## src/common/tpir_pkg.sv

```systemverilog
// constants and types of the touch panel register bank
package tpir_pkg;
  localparam logic [6:0] DEV_ADDR       = 7'h51;
  localparam logic [7:0] ADDR_BYTE_READ  = 8'hA2;
  localparam logic [7:0] ADDR_BYTE_WRITE = 8'hA3;
  localparam logic [7:0] IDX_CFG   = 8'h00;
  localparam logic [7:0] IDX_Y_LO  = 8'h08;
  localparam logic [7:0] IDX_Y_HI  = 8'h09;
  localparam logic [7:0] IDX_X_LO  = 8'h0A;
  localparam logic [7:0] IDX_X_HI  = 8'h0B;
  localparam logic [7:0] IDX_EVT   = 8'h0C;
  localparam logic [7:0] CFG_RESET = 8'h01;
  localparam int         CFG_SCAN_BIT = 0;
  localparam logic [3:0] EVT_NONE   = 4'h0;
  localparam logic [3:0] EVT_DOWN   = 4'h1;
  localparam logic [3:0] EVT_REPEAT = 4'h2;
  localparam logic [3:0] EVT_UP     = 4'h3;
  localparam logic [9:0] NO_PRESS_LIMIT = 10'h3A0;
  localparam int CLK_HZ        = 50_000_000;
  localparam int REPEAT_HZ     = 20;
  localparam int REPEAT_CYCLES = CLK_HZ / REPEAT_HZ;
  localparam int REP_W         = 22;
  localparam logic [3:0] BITS_PER_BYTE = 4'h8;

  typedef enum logic [2:0] {
    TPIR_IDLE     = 3'h0,
    TPIR_ADDR     = 3'h1,
    TPIR_ADDR_ACK = 3'h3,
    TPIR_RX       = 3'h2,
    TPIR_RX_ACK   = 3'h6,
    TPIR_TX       = 3'h7,
    TPIR_TX_ACK   = 3'h5
  } tpir_bus_st_t;

  typedef struct packed {
    logic       valid;
    logic [9:0] x;
    logic [9:0] y;
  } tpir_meas_t;

  typedef struct packed {
    logic             scl_s1;
    logic             scl_s2;
    logic             scl_s3;
    logic             sda_s1;
    logic             sda_s2;
    logic             sda_s3;
    tpir_bus_st_t     st;
    logic [3:0]       bit_cnt;
    logic [7:0]       shift;
    logic             rw_read;
    logic             first;
    logic             nack;
    logic [7:0]       index;
    logic             sda_oe;
    logic [7:0]       cfg;
    logic [9:0]       x;
    logic [9:0]       y;
    logic             pen_down;
    logic [REP_W-1:0] rep_cnt;
    logic [3:0]       evt;
  } tpir_state_t;
endpackage

```

## src/verilog/tpir_regs.sv

```systemverilog
// i2c slave register bank of a resistive touch panel controller
`timescale 1ns/1ps
module tpir_regs #(
  parameter int REPEAT_CYCLES = tpir_pkg::REPEAT_CYCLES
) (
  input  wire logic                 clk,
  input  wire logic                 srst,
  input  wire logic                 scl_i,
  input  wire logic                 sda_i,
  output logic                      sda_o,
  output logic                      sda_oe,
  input  wire tpir_pkg::tpir_meas_t meas,
  output logic                      scan_en,
  output logic                      irq
);
  tpir_pkg::tpir_state_t q;
  tpir_pkg::tpir_state_t d;
  logic                  scl_rise;
  logic                  scl_fall;
  logic                  bus_start;
  logic                  bus_stop;
  logic                  press;
  logic                  meas_take;
  logic                  addr_done;
  logic                  rx_done;
  logic [3:0]            new_evt;
  logic                  evt_clr;
  logic [7:0]            rd_byte;

  // last count of the repeat period, cut to the counter width
  localparam int                         REP_LAST_I = REPEAT_CYCLES - 1;
  localparam logic [tpir_pkg::REP_W-1:0] REP_LAST   = REP_LAST_I[tpir_pkg::REP_W-1:0];

  function automatic logic [7:0] reg_read(input logic [7:0] idx,
                                          input tpir_pkg::tpir_state_t s);
    logic [7:0] r;
    r = 8'h00;
    if (idx == tpir_pkg::IDX_CFG) begin
      r = s.cfg;
    end else if (idx == tpir_pkg::IDX_Y_LO) begin
      r = s.y[7:0];
    end else if (idx == tpir_pkg::IDX_Y_HI) begin
      r = {6'h00, s.y[9:8]};
    end else if (idx == tpir_pkg::IDX_X_LO) begin
      r = s.x[7:0];
    end else if (idx == tpir_pkg::IDX_X_HI) begin
      r = {6'h00, s.x[9:8]};
    end else if (idx == tpir_pkg::IDX_EVT) begin
      r = {4'h0, s.evt};
    end
    return r;
  endfunction

  // edges and bus conditions look only at the second and third sync stages
  assign scl_rise  = q.scl_s2 & ~q.scl_s3;
  assign scl_fall  = ~q.scl_s2 & q.scl_s3;
  assign bus_start = q.scl_s2 & q.scl_s3 & q.sda_s3 & ~q.sda_s2;
  assign bus_stop  = q.scl_s2 & q.scl_s3 & ~q.sda_s3 & q.sda_s2;
  assign addr_done = (q.st == tpir_pkg::TPIR_ADDR) && scl_fall
                     && (q.bit_cnt == tpir_pkg::BITS_PER_BYTE);
  assign rx_done   = (q.st == tpir_pkg::TPIR_RX) && scl_fall
                     && (q.bit_cnt == tpir_pkg::BITS_PER_BYTE);
  assign press     = (meas.x <= tpir_pkg::NO_PRESS_LIMIT)
                     && (meas.y <= tpir_pkg::NO_PRESS_LIMIT);
  assign meas_take = meas.valid && q.cfg[tpir_pkg::CFG_SCAN_BIT];
  // byte that a read loads at the current index
  assign rd_byte   = reg_read(q.index, q);

  always_comb begin
    d         = q;
    evt_clr   = 1'b0;
    new_evt   = tpir_pkg::EVT_NONE;
    d.scl_s1  = scl_i;
    d.scl_s2  = q.scl_s1;
    d.scl_s3  = q.scl_s2;
    d.sda_s1  = sda_i;
    d.sda_s2  = q.sda_s1;
    d.sda_s3  = q.sda_s2;
    if (bus_start) begin
      d.st      = tpir_pkg::TPIR_ADDR;
      d.bit_cnt = 4'h0;
      d.sda_oe  = 1'b0;
    end else if (bus_stop) begin
      d.st      = tpir_pkg::TPIR_IDLE;
      d.sda_oe  = 1'b0;
    end else begin
      case (q.st)
        tpir_pkg::TPIR_ADDR: begin
          if (scl_rise) begin
            d.shift   = {q.shift[6:0], q.sda_s2};
            d.bit_cnt = q.bit_cnt + 4'h1;
          end else if (addr_done) begin
            d.bit_cnt = 4'h0;
            if (q.shift[7:1] == tpir_pkg::DEV_ADDR) begin
              d.st      = tpir_pkg::TPIR_ADDR_ACK;
              d.sda_oe  = 1'b1;
              d.rw_read = (q.shift[0] == tpir_pkg::ADDR_BYTE_READ[0]);
            end else begin
              d.st      = tpir_pkg::TPIR_IDLE;
            end
          end
        end
        tpir_pkg::TPIR_ADDR_ACK: begin
          if (scl_fall) begin
            if (q.rw_read) begin
              d.st      = tpir_pkg::TPIR_TX;
              d.shift   = rd_byte;
              d.sda_oe  = ~rd_byte[7];
              d.index   = q.index + 8'h01;
              evt_clr   = (q.index == tpir_pkg::IDX_EVT);
            end else begin
              d.st      = tpir_pkg::TPIR_RX;
              d.sda_oe  = 1'b0;
              d.first   = 1'b1;
            end
          end
        end
        tpir_pkg::TPIR_RX: begin
          if (scl_rise) begin
            d.shift   = {q.shift[6:0], q.sda_s2};
            d.bit_cnt = q.bit_cnt + 4'h1;
          end else if (rx_done) begin
            d.st      = tpir_pkg::TPIR_RX_ACK;
            d.sda_oe  = 1'b1;
            d.bit_cnt = 4'h0;
            if (q.first) begin
              d.index = q.shift;
              d.first = 1'b0;
            end else begin
              if (q.index == tpir_pkg::IDX_CFG) begin
                d.cfg = q.shift;
              end
              d.index = q.index + 8'h01;
            end
          end
        end
        tpir_pkg::TPIR_RX_ACK: begin
          if (scl_fall) begin
            d.st     = tpir_pkg::TPIR_RX;
            d.sda_oe = 1'b0;
          end
        end
        tpir_pkg::TPIR_TX: begin
          if (scl_fall) begin
            if (q.bit_cnt == 4'h7) begin
              d.st      = tpir_pkg::TPIR_TX_ACK;
              d.sda_oe  = 1'b0;
              d.bit_cnt = 4'h0;
            end else begin
              d.bit_cnt = q.bit_cnt + 4'h1;
              d.shift   = {q.shift[6:0], 1'b0};
              d.sda_oe  = ~q.shift[6];
            end
          end
        end
        tpir_pkg::TPIR_TX_ACK: begin
          if (scl_rise) begin
            d.nack = q.sda_s2;
          end else if (scl_fall) begin
            if (q.nack) begin
              d.st      = tpir_pkg::TPIR_IDLE;
            end else begin
              d.st      = tpir_pkg::TPIR_TX;
              d.shift   = rd_byte;
              d.sda_oe  = ~rd_byte[7];
              d.index   = q.index + 8'h01;
              evt_clr   = (q.index == tpir_pkg::IDX_EVT);
            end
          end
        end
        default: begin
          d.sda_oe = 1'b0;
        end
      endcase
    end
    // pen tracking runs only while scanning is enabled
    if (q.pen_down && q.cfg[tpir_pkg::CFG_SCAN_BIT]) begin
      if (q.rep_cnt == REP_LAST) begin
        d.rep_cnt = '0;
        new_evt   = tpir_pkg::EVT_REPEAT;
      end else begin
        d.rep_cnt = q.rep_cnt + 1'b1;
      end
    end
    if (meas_take) begin
      if (press) begin
        d.x = meas.x;
        d.y = meas.y;
        if (!q.pen_down) begin
          d.pen_down = 1'b1;
          d.rep_cnt  = '0;
          new_evt    = tpir_pkg::EVT_DOWN;
        end
      end else if (q.pen_down) begin
        d.pen_down = 1'b0;
        new_evt    = tpir_pkg::EVT_UP;
      end
    end
    // a new event wins over the clear caused by reading the event register
    if (new_evt != tpir_pkg::EVT_NONE) begin
      d.evt = new_evt;
    end else if (evt_clr) begin
      d.evt = tpir_pkg::EVT_NONE;
    end
    if (srst) begin
      d          = '0;
      d.st       = tpir_pkg::TPIR_IDLE;
      d.scl_s1   = 1'b1;
      d.scl_s2   = 1'b1;
      d.scl_s3   = 1'b1;
      d.sda_s1   = 1'b1;
      d.sda_s2   = 1'b1;
      d.sda_s3   = 1'b1;
      d.cfg      = tpir_pkg::CFG_RESET;
      d.evt      = tpir_pkg::EVT_NONE;
    end
  end

  always_ff @(posedge clk) begin
    q <= d;
  end

  assign sda_o   = 1'b0;
  assign sda_oe  = q.sda_oe;
  assign scan_en = q.cfg[tpir_pkg::CFG_SCAN_BIT];
  assign irq     = (q.evt != tpir_pkg::EVT_NONE);
endmodule // tpir_regs
```

## config.mk

```make
export PLATFORM = sky130hd
export DESIGN_NAME = tpir_regs
export DESIGN_NICKNAME = d
export VERILOG_FILES = /design/src/common/tpir_pkg.sv /design/src/verilog/tpir_regs.sv
export SDC_FILE = /design/constraint.sdc
export NUM_CORES = 1
export LEC_CHECK = 0
export BUFFER_PORTS_ARGS = -buffer_cell sky130_fd_sc_hd__buf_2
export CORE_MARGIN = 5
export CORE_UTILIZATION = 55
export DETAILED_ROUTE_END_ITERATION = 6
export PLACE_DENSITY = 0.83
export SKIP_CTS_REPAIR_TIMING = 1
export SYNTH_ARGS = -nofsm -noshare
export SYNTH_HDL_FRONTEND = slang
export SYNTH_SLANG_ARGS = --single-unit
```

## constraint.sdc

```tcl
create_clock -name clk -period 3.07 [get_ports clk]
set_input_delay 0.614 -clock clk [delete_from_list [all_inputs] [get_ports clk]]
set_output_delay 0.614 -clock clk [all_outputs]
set_load 0.03 [all_outputs]
```

-- After elaboration in Yosys (flattened, before gate mapping)
Index checks and enable logic that the tools add are counted.
- register bits: 88
- bits in latches: 0
- RAM bits: 0
- memory bits (read-only): 0
- bits of input ports: 25
- word-level logic and storage cells: 205
- memories kept: 0
- $add $sub $neg: 3
- multipliers: 0
- divide/modulo/power cells: 0
- $lt $le $gt $ge: 2
- eq/ne operators: 43
- shift-type cells: 0
- muxes and demuxes: 87
- bitwise logic cells: 18
- reductions and logical operators: 31
- operators by type and width (cell ; number):
    two-way mux 8 bit ; 15
    two-way mux 22 bit ; 5
    AND reduction 11 bit ; 4
    equality test 8 x 4 -> 1 bit (second input constant) ; 5
    != test 4 bit (second input constant) ; 10
    two-way mux 4 bit ; 9
    two-way mux 9 bit ; 4
    two-way mux 17 bit ; 2
    case mux 8 bit (4 select lines) ; 1
    != test 2 bit (second input constant) ; 14
    two-way mux 3 bit ; 9
    two-way mux 1 bit ; 26
    case mux 8 bit (3 select lines) ; 1
    two-way mux 23 bit ; 1
    adder 22 x 1 -> 22 bit (second input constant) ; 1
    equality test 22 bit (second input constant) ; 1
    <= comparator 10 bit (second input constant) ; 2
    case mux 3 bit (6 select lines) ; 1
    two-way mux 15 bit ; 1
    two-way mux 7 bit ; 2
    AND reduction 7 bit ; 2
    case mux 4 bit (3 select lines) ; 1
    nonzero test 4 bit ; 3
    NOT 1 bit ; 11
    28 further kinds ; 53

-- Depth between registers and ports, before layout
Gate-level depths: netlist (run 1).
- depth in word-level cells: 14
- depth in mapped cells: 8
- gate-level depth less buffers: 7

-- Worst setup path before layout (run 1)
OpenSTA, ideal clock, no wires.
- kind: register -> register
- start: reg q (netlist bit scan_en)
- end: reg q[10] in the netlist's numbering
- library setup time: 117 ps
- arrival: 2026 ps
- data required time: 2953 ps
- path slack: 927 ps
- stages on the path, launching flop included: 9
- path buffers: 3
- period minus slack after synthesis: 2143 ps
- path through: dfxtp_1 -> clkbuf_1 -> and4_1 -> clkbuf_1 -> nand3_1 -> nor4_1 -> a211o_1 -> buf_2 -> nor2_1
- longest elaborated chain between the ends: 5
- RTL lines (item ; line ; text):
    start, declared ; tpir_regs.sv:16 ; tpir_pkg::tpir_state_t q;
    start signal, assigned ; tpir_regs.sv:220 ; q <= d;
    logical AND 1 bit ; tpir_regs.sv:177 ; if (q.pen_down && q.cfg[tpir_pkg::CFG_SCAN_BIT]) begin
    two-way mux 22 bit ; tpir_regs.sv:177 ;
    two-way mux 22 bit ; tpir_regs.sv:189 ; if (!q.pen_down) begin
    two-way mux 22 bit ; tpir_regs.sv:186 ; if (press) begin
    two-way mux 22 bit * ; tpir_regs.sv:185 ; if (meas_take) begin
Every way passes the cells marked *; elsewhere a longest branch is shown, timed or not.
A chain may end at the register's enable or synchronous reset.

-- Worst setup path in the final report (run 1)
- start: reg q[56] in the netlist's numbering
- end: reg q[54] in the netlist's numbering
- longest elaborated chain between the ends: 2
- RTL lines (item ; line ; text):
    zero test 8 bit ; tpir_regs.sv:130 ; if (q.index == tpir_pkg::IDX_CFG) begin
    AND reduction 7 bit (no line) ; -- ;
Every way passes these cells.

==> metrics, run 1 <==
status complete, no violations; mapped cell area 4660 um^2; layout cells sized above 1 14.8%; CP startpoint kind register; Clk pwr share 36.6%; row count 33; Synth cell types 77; Iter 0 DRT Violations 311; Top Ports 29; cells after synthesis 549; multi-input logic area 2710 um^2; main flop type after synthesis dfxtp_1; initial core utilization 56.7%; top cell type by total area after synthesis dfxtp_1; Seq pwr share 55.6%; Synth Warn # 0; Slew Limit Fails 0; TritonCTS buffer count 9; hold slack 0.419 ns; Worst Setup End Kind register; worst-path fanout max 15; leakage power 1.77 nW; met2 routed WL 5330 um; most common cell in the netlist dfxtp_1; CP max stage cell nor4_4; clk buf depth 2; maxcap violations 0; syn avg cell area 8.48 um^2; post-synthesis sequential area ratio 37.0%; final non-filler cell total 673; total grt overflow 0; port buffer count 27; R2R depth 6; fill cell count 704; Post-synth ARST share 0%; global-route wire length before repair 18400 um; M1 WL 4900 um; Worst VDD drop 0.363 mV; Synth top area share 37.0%; Switch Pwr 0.557 mW; crit path kind reg2reg; CTS clk-pin slew, worst paths 0.09 ns; Die H 102 um; DR top layer met4; antenna-violating nets left 0; Die Wd 102 um; Vias 4163; Sw Share 26.6%; Worst setup startpoint q[56]; Syn Nets 581; clk_lat worst skew 0.36 ns; P per Cell Area 416 nW/um^2; Ant. Diodes 0; DRC violations left 0; Hold WC Path Type reg2reg; CTS Root Cell clkbuf_8; post-layout min period 2.43 ns; WL met3 770 um; placed insts 657; Worst R2R End q[54]; unrepaired setup endpoints after global routing false; Least-Margin Pin Slew 0.812 ns; number of flops mapped to enable cells by yosys 0; die area 10400 um^2; slowest cell delay on critical path 0.57 ns; # H-tree levels 3; FF/Latch Area 1720 um^2; Req. time, crit path 3.32 ns; Worst Setup Slack, final 0.643 ns; placed wire-length estimate 8040 um; internal power 1.54 mW; worst reg2reg setup slack 0.64 ns; antenna violations before repair 0; CTS tree done; Post-synth top cells dfxtp_1 (86), nor2_1 (61), nand2_1 (34); All-Layer GR Usage 21.9%; WP data arrival 2.68 ns; drt wl/cell 16.6 um; #FFs+latches synth 86; final-stage net count 595; FMAX 0.412 GHz; final setup TNS 0 ns; CP endpoint q[54]; Layout area overhead 7.98%; combinational power share 7.8%; Hold Violations, Final 0; Clock Sinks 86; post-place setup slack 0.690 ns; final worst-path cycle share 79.1%; Core Region 8220 um^2; Placer Congestion 0.920; CP Cell Sequence inv_1 -> ha_1 -> or2b_2 -> nor4_4 -> mux2i_1 -> nor2_2; largest net degree at the start of global routing 32; DR vias/cell 6.19; Area contributors post-synth dfxtp_1 (37%), mux2i_1 (6.7%), nor2_1 (4.9%); Post-Route WL 11200 um; vias in the first global route 3931; Setup Viol. Count Final 0; TritonRoute pass-1 iters 5; worst reg2reg startpoint q[56]; Slew HR 45.8%; Clock Skews 0.00862 ns
==> routing by layer <==
metal,vias to the layer above,GRT usage (%)
li1,2020,-
met1,1970,28.9
met2,147,36.3
met3,26,4.44
met4,0,6.56
met5,-,0
==> worst min-delay path by stage <==
stage / from / endpoint / slack (ns) / depth (start not counted)
after floorplan: q[84] / q[83] / 0.39 / 1
after global placement: q[84] / q[83] / 0.40 / 1
after detailed placement: q[87] / q[86] / 0.40 / 1
after CTS: q[87] / q[86] / 0.42 / 1
after global routing: scl_i / q[87] / 0.43 / 2
final: q[87] / q[86] / 0.42 / 1
==> logic make-up (layout without fill, tap and decap cells) <==
logic type,count (synthesis),count (layout),synth area share [%]
xor gates and xnor gates,26,26,4.89
and+or+nand+nor,225,225,26.8
AOI/OAI and AO/OA,124,124,17.7
other,1,1,0.0805
adders and majority gates,7,7,1.88
DFF,86,86,37.0
buffers and inverters,49,68,4.94
muxes,31,31,6.66
==> layout make-up <==
type	count	area share, %
clock buffer	10	2.74
clock inverter	6	1.14
inverter	14	1.05
multi-input combinational	414	53.9
sequential	86	34.2
tap	105	2.61
timing repair buffer	38	4.33
==> per-stage QoR <==
step	area, um^2	total power [mW]	util (%)
floorplan	4660	1.30	-
global placement	4830	1.35	58.8
detailed placement	4830	1.35	58.8
CTS	5030	2.11	61.2
global route	5030	2.18	61.2
finish	5030	2.09	61.2
==> flip-flops by register name, summed over array words and instances, names as in the netlist <==
signal and flops:
scan_en 1, sda_oe 1, q 84
==> critical path, delay by kind of cell (launching register included) <==
family,cells,cell delay [ns]
flops,1,0.36
mux,1,0.32
buf+inv,1,0.13
fa+ha+maj,1,0.50
simple gates,3,0.99
==> power by group through the flow <==
| stage | Clock (mW) | Sequential (mW) | Combinational (mW) |
|---|---|---|---|
| final | 0.766 | 1.16 | 0.163 |
| after CTS | 0.784 | 1.16 | 0.163 |
| after global placement | 0 | 1.19 | 0.157 |
| after floorplan | 0 | 1.18 | 0.121 |
| after global routing | 0.835 | 1.17 | 0.179 |
| after detailed placement | 0 | 1.19 | 0.162 |
==> cells in the final DEF (no fill, tap or decap), types with 5 or more instances in the layout <==
master / Yosys / routed
or2_2: 8 / 8
and2_1: 6 / 6
ha_1: 7 / 7
nand4_1: 11 / 11
buf_2: 12 / 27
xor2_1: 18 / 18
nand3_1: 25 / 25
nor2_2: 7 / 7
nor2b_1: 8 / 8
a22o_1: 5 / 5
nor3b_1: 5 / 5
o21ai_1: 15 / 15
o22ai_1: 5 / 5
buf_4: 2 / 11
a31o_2: 5 / 5
o31ai_1: 5 / 5
mux2i_1: 31 / 31
xnor2_1: 8 / 8
nand2_1: 34 / 34
clkbuf_8: 1 / 10
a31oi_1: 6 / 6
nor3_1: 11 / 10
o21ai_0: 12 / 12
nor2_1: 61 / 61
nand4b_1: 6 / 6
nor4_1: 8 / 8
a21oi_1: 30 / 30
a22oi_1: 6 / 6
inv_1: 12 / 12
dfxtp_1: 86 / 86
Power figures use the tool's default switching activity.
==> run 2: changes to the inputs <==
Clock period 3.07 ns to 2.25 ns, I/O delays scaled along.
==> metrics, run 2 (synthesized netlist as in run 1, its figures left out) <==
status complete, no violations (unchanged); global-route wire length before repair 19300 um (was 18400 um); Ant. Diodes 0 (unchanged); Worst setup startpoint q[57] (was q[56]); Placer Congestion 0.909 (was 0.920); Die Wd 102 um (unchanged); CTS clk-pin slew, worst paths 0.09 ns (about the same); crit path kind reg2reg (unchanged); antenna-violating nets left 0 (unchanged); die area 10400 um^2 (unchanged); worst reg2reg startpoint q[57] (was q[56]); R2R depth 7 (was 6); M1 WL 4910 um (was 4900 um); Slew Limit Fails 0 (unchanged); All-Layer GR Usage 23.1% (was 21.9%); initial core utilization 56.7% (unchanged); post-layout min period 2.09 ns (was 2.43 ns); TritonRoute pass-1 iters 6 (was 5); most frequent cells in the layout dfxtp_1 (86), nor2_1 (61), nand2_1 (34), mux2i_1 (31), a21oi_1 (30) (unchanged); Die H 102 um (unchanged); CTS tree done (unchanged); leakage power 1.85 nW (was 1.77 nW); Worst R2R End sda_oe (was q[54]); Hold Violations, Final 0 (unchanged); row count 33 (unchanged); unrepaired setup endpoints after global routing false (unchanged); total grt overflow 0 (unchanged); Clock Sinks 86 (unchanged); TritonCTS buffer count 9 (unchanged); Worst Hold Launch scl_i (was q[87]); placed wire-length estimate 8280 um (was 8040 um); maxcap violations 0 (unchanged); CP startpoint kind register (unchanged); Largest register FFs 84 (unchanged); Worst VDD drop 0.446 mV (was 0.363 mV); Req. time, crit path 2.48 ns (was 3.32 ns); Least-Margin Pin Slew 0.620 ns (was 0.812 ns); worst-path fanout max 6 (was 15); met2 routed WL 5320 um (was 5330 um); CTS Root Cell clkbuf_8 (unchanged); vias in the first global route 4134 (was 3931); WL met3 811 um (was 770 um); Core Region 8220 um^2 (unchanged); Vias 4263 (was 4163); final worst-path cycle share 92.7% (was 79.1%); final-stage net count 609 (was 595); DR vias/cell 6.21 (was 6.19); final setup TNS 0 ns (unchanged); Clock Skews 0.0134 ns (was 0.00862 ns); antenna violations before repair 0 (unchanged); clk_lat worst skew 0.36 ns (about the same); FMAX 0.479 GHz (was 0.412 GHz); # H-tree levels 3 (unchanged); multi-input logic area 2710 um^2 (unchanged); DR top layer met4 (unchanged); Worst Hold Depth 2 (was 1); worst reg2reg setup slack 0.16 ns (was 0.64 ns); Worst Setup End Kind register (unchanged); FF/Latch Area 1720 um^2 (unchanged); P per Cell Area 572 nW/um^2 (was 416 nW/um^2); clk buf depth 2 (unchanged); Slew HR 58.6% (was 45.8%); Iter 0 DRT Violations 320 (was 311); commonest non-fill, non-tap cell in the layout dfxtp_1 (unchanged); Top Ports 29 (unchanged); layout cells sized above 1 16.7% (was 14.8%); largest net degree at the start of global routing 25 (was 32); largest reg by FF count q (unchanged); Setup Viol. Count Final 0 (unchanged); Hold WC Path Type in2reg (was reg2reg); port buffer count 27 (unchanged); drt wl/cell 16.5 um (was 16.6 um); Post-Route WL 11400 um (was 11200 um); fill cell count 694 (was 704); WP data arrival 2.32 ns (was 2.68 ns); hold slack 0.266 ns (was 0.419 ns); Hold Crit Endpoint q[87] (was q[86]); Layout area overhead 10.5% (was 7.98%); DRC violations left 0 (unchanged)
run 2: cell types whose count changed in the layout (fill, tap and decap cells not counted), sizes merged:
cell / delta
bufinv: +1
clkinv: -1
inv: +1
buf: +14
clkinvlp: -1
run 2: worst max-delay path, cell delays in order, from the launching register on:
cell	delay (ns)
dfxtp_1	0.42
inv_1	0.11
ha_1	0.25
nor2b_1	0.41
a31oi_1	0.15
a211o_1	0.33
a31oi_1	0.18
a211oi_1	0.10
run 2: area by class of cell:
type	count	area share [%]
Clock inverter	6	1.34
Tap cell	105	2.55
Multi-Input combinational cell	414	52.6
Timing Repair Buffer	52	6.52
Clock buffer	10	2.48
Sequential cell	86	33.5
Inverter	14	1.02
run 2: layer usage:
metal	vias up	track usage, %
met2	180	36.9
met1	2005	31.0
met3	29	4.37
met4	0	9.18
met5	-	0
li1	2049	-
run 2: power by group:
part           leakage, nW  total [mW]  switching, mW  internal, mW
Clock               0.0973        1.11          0.587         0.522
Sequential           0.698        1.59         0.0320          1.56
Combinational         1.06       0.243          0.139         0.104
run 2: metrics by stage:
step	worst slack, ns	cells	cell area [um^2]	total power, mW	util, %
floorplan	0.107	549	4660	1.78	-
global placement	0.218	671	4950	1.85	60.2
detailed placement	0.155	671	4950	1.86	60.2
CTS	0.190	687	5150	2.96	62.6
global route	0.00139	687	5150	3.07	62.6
finish	0.164	687	5150	2.94	62.6
run 2: how the worst max path moves through the flow:
stage	endpoint
2_1_floorplan	q[10]
3_3_place_gp	q[29]
3_5_place_dp	q[28]
4_1_cts	q[62]
5_1_grt	q[74]
6_report	sda_oe
==> run 3: changes to the inputs <==
==> constraint.sdc (replaced) <==
create_clock -name clk -period 2.6 [get_ports clk]
set_input_delay 0.52 -clock clk [delete_from_list [all_inputs] [get_ports clk]]
set_output_delay 0.52 -clock clk [all_outputs]
set_load 0.05 [all_outputs]
==> metrics, run 3 (synthesized netlist as in run 1, its figures left out) <==
Slew Limit Fails 0 (unchanged); die area 10400 um^2 (unchanged); # H-tree levels 3 (unchanged); unrepaired setup endpoints after global routing false (unchanged); met2 routed WL 5420 um (was 5320 um); Req. time, crit path 2.90 ns (was 2.48 ns); multi-input logic area 2710 um^2 (unchanged); CTS tree done (unchanged); Sw Share 28.1% (was 25.8%); CTS clk-pin slew, worst paths 0.10 ns (was 0.09 ns); clk_lat worst skew 0.37 ns (was 0.36 ns); Seq pwr share 54.7% (was 54.0%); Top Ports 29 (unchanged); Clk pwr share 37.0% (was 37.7%); maxcap violations 0 (unchanged); Worst Setup Slack, final 0.383 ns (was 0.164 ns); row count 33 (unchanged); most frequent cells in the layout dfxtp_1 (86), nor2_1 (61), nand2_1 (34), mux2i_1 (31), a21oi_1 (30) (unchanged); TritonRoute pass-1 iters 5 (was 6); status complete, no violations (unchanged); Post-Route WL 11300 um (was 11400 um); leakage power 1.81 nW (was 1.85 nW); largest reg by FF count q (unchanged); Die Wd 102 um (unchanged); post-layout min period 2.22 ns (was 2.09 ns); Largest register FFs 84 (unchanged); final setup TNS 0 ns (unchanged); port buffer count 27 (unchanged); Worst Setup End Kind register (unchanged); global-route wire length before repair 19200 um (was 19300 um); Clock Sinks 86 (unchanged); Vias 4246 (was 4263); crit path kind reg2reg (unchanged); CP startpoint kind register (unchanged); DR vias/cell 6.25 (was 6.21); Iter 0 DRT Violations 310 (was 320); WL met3 726 um (was 811 um); total grt overflow 0 (unchanged); placed wire-length estimate 8190 um (was 8280 um); clk buf depth 2 (unchanged); FMAX 0.451 GHz (was 0.479 GHz); drt wl/cell 16.7 um (was 16.5 um); vias in the first global route 4065 (was 4134); Slew HR 44.8% (was 58.6%); All-Layer GR Usage 22.9% (was 23.1%); layout cells sized above 1 15.7% (was 16.7%); Hold WC Path Type in2reg (unchanged); Core Region 8220 um^2 (unchanged); post-place setup slack 0.341 ns (was 0.155 ns); final worst-path cycle share 85.3% (was 92.7%); TritonCTS buffer count 9 (unchanged); initial core utilization 56.7% (unchanged); WP data arrival 2.52 ns (was 2.32 ns); Least-Margin Pin Slew 0.828 ns (was 0.620 ns); Worst VDD drop 0.341 mV (was 0.446 mV); Clock Skews 0.0136 ns (was 0.0134 ns); largest net degree at the start of global routing 28 (was 25); Setup Viol. Count Final 0 (unchanged); combinational power share 8.3% (about the same); DRC violations left 0 (unchanged); total power 2.51 mW (was 2.94 mW); Placer Congestion 0.928 (was 0.909); M1 WL 4940 um (was 4910 um); Ant. Diodes 0 (unchanged); final-stage net count 601 (was 609); commonest non-fill, non-tap cell in the layout dfxtp_1 (unchanged); internal power 1.80 mW (was 2.18 mW); Die H 102 um (unchanged); fill cell count 741 (was 694); antenna violations before repair 0 (unchanged); FF/Latch Area 1720 um^2 (unchanged); Layout area overhead 8.76% (was 10.5%); DR top layer met4 (unchanged); CTS Root Cell clkbuf_8 (unchanged); antenna-violating nets left 0 (unchanged); Switch Pwr 0.705 mW (was 0.758 mW); P per Cell Area 496 nW/um^2 (was 572 nW/um^2); Hold Violations, Final 0 (unchanged); worst-path fanout max 19 (was 6)
==> run 3: worst paths after layout <==
kind	start	end	slack (ns)	cells past startpoint
hold / removal	sda_i	q[84]	0.33	2
setup / recovery	q[80]	q[77]	0.38	6
hold reg to reg	q[87]	q[86]	0.42	1
setup reg to reg	q[80]	q[77]	0.38	6
==> run 3: layout make-up <==
class / count / area share (%)
inverters: 14 / 1.04
clock buffers: 9 / 2.45
multi-input cells: 414 / 53.5
clock inverters: 7 / 1.24
well taps: 105 / 2.59
repair buffers: 44 / 5.19
flip-flops and latches: 86 / 34.0
==> run 3: power by group through the flow <==
stage	Combinational, mW	Sequential (mW)	Clock, mW
2_1_floorplan	0.147	1.40	0
3_3_place_gp	0.198	1.40	0
3_5_place_dp	0.206	1.40	0
4_1_cts	0.207	1.37	0.946
5_1_grt	0.227	1.38	1.01
6_report	0.208	1.37	0.928
==> run 3: layer usage <==
layer / global-route usage [%] / vias up
li1: - / 2035
met4: 7.67 / 0
met2: 38.2 / 158
met5: 0 / -
met1: 29.6 / 2029
met3: 4.64 / 24
==> run 3: metrics by stage <==
| step | instance area, um^2 | utilization, % | hold WS (ns) | instances |
|---|---|---|---|---|
| 4_1_cts | 5060 | 61.6 | 0.317 | 679 |
| 6_report | 5060 | 61.6 | 0.326 | 679 |
| 3_5_place_dp | 4880 | 59.4 | 0.393 | 663 |
| 5_1_grt | 5060 | 61.6 | 0.337 | 679 |
| 3_3_place_gp | 4880 | 59.4 | 0.394 | 663 |
| 2_1_floorplan | 4660 | - | 0.389 | 549 |
==> run 3: critical path, cell delays in order, from the launching register on <==
cell	delay [ns]
dfxtp_1	0.71
buf_4	0.29
nand3_1	0.15
o32a_1	0.21
o211ai_1	0.43
o21ai_0	0.19
a21oi_1	0.17
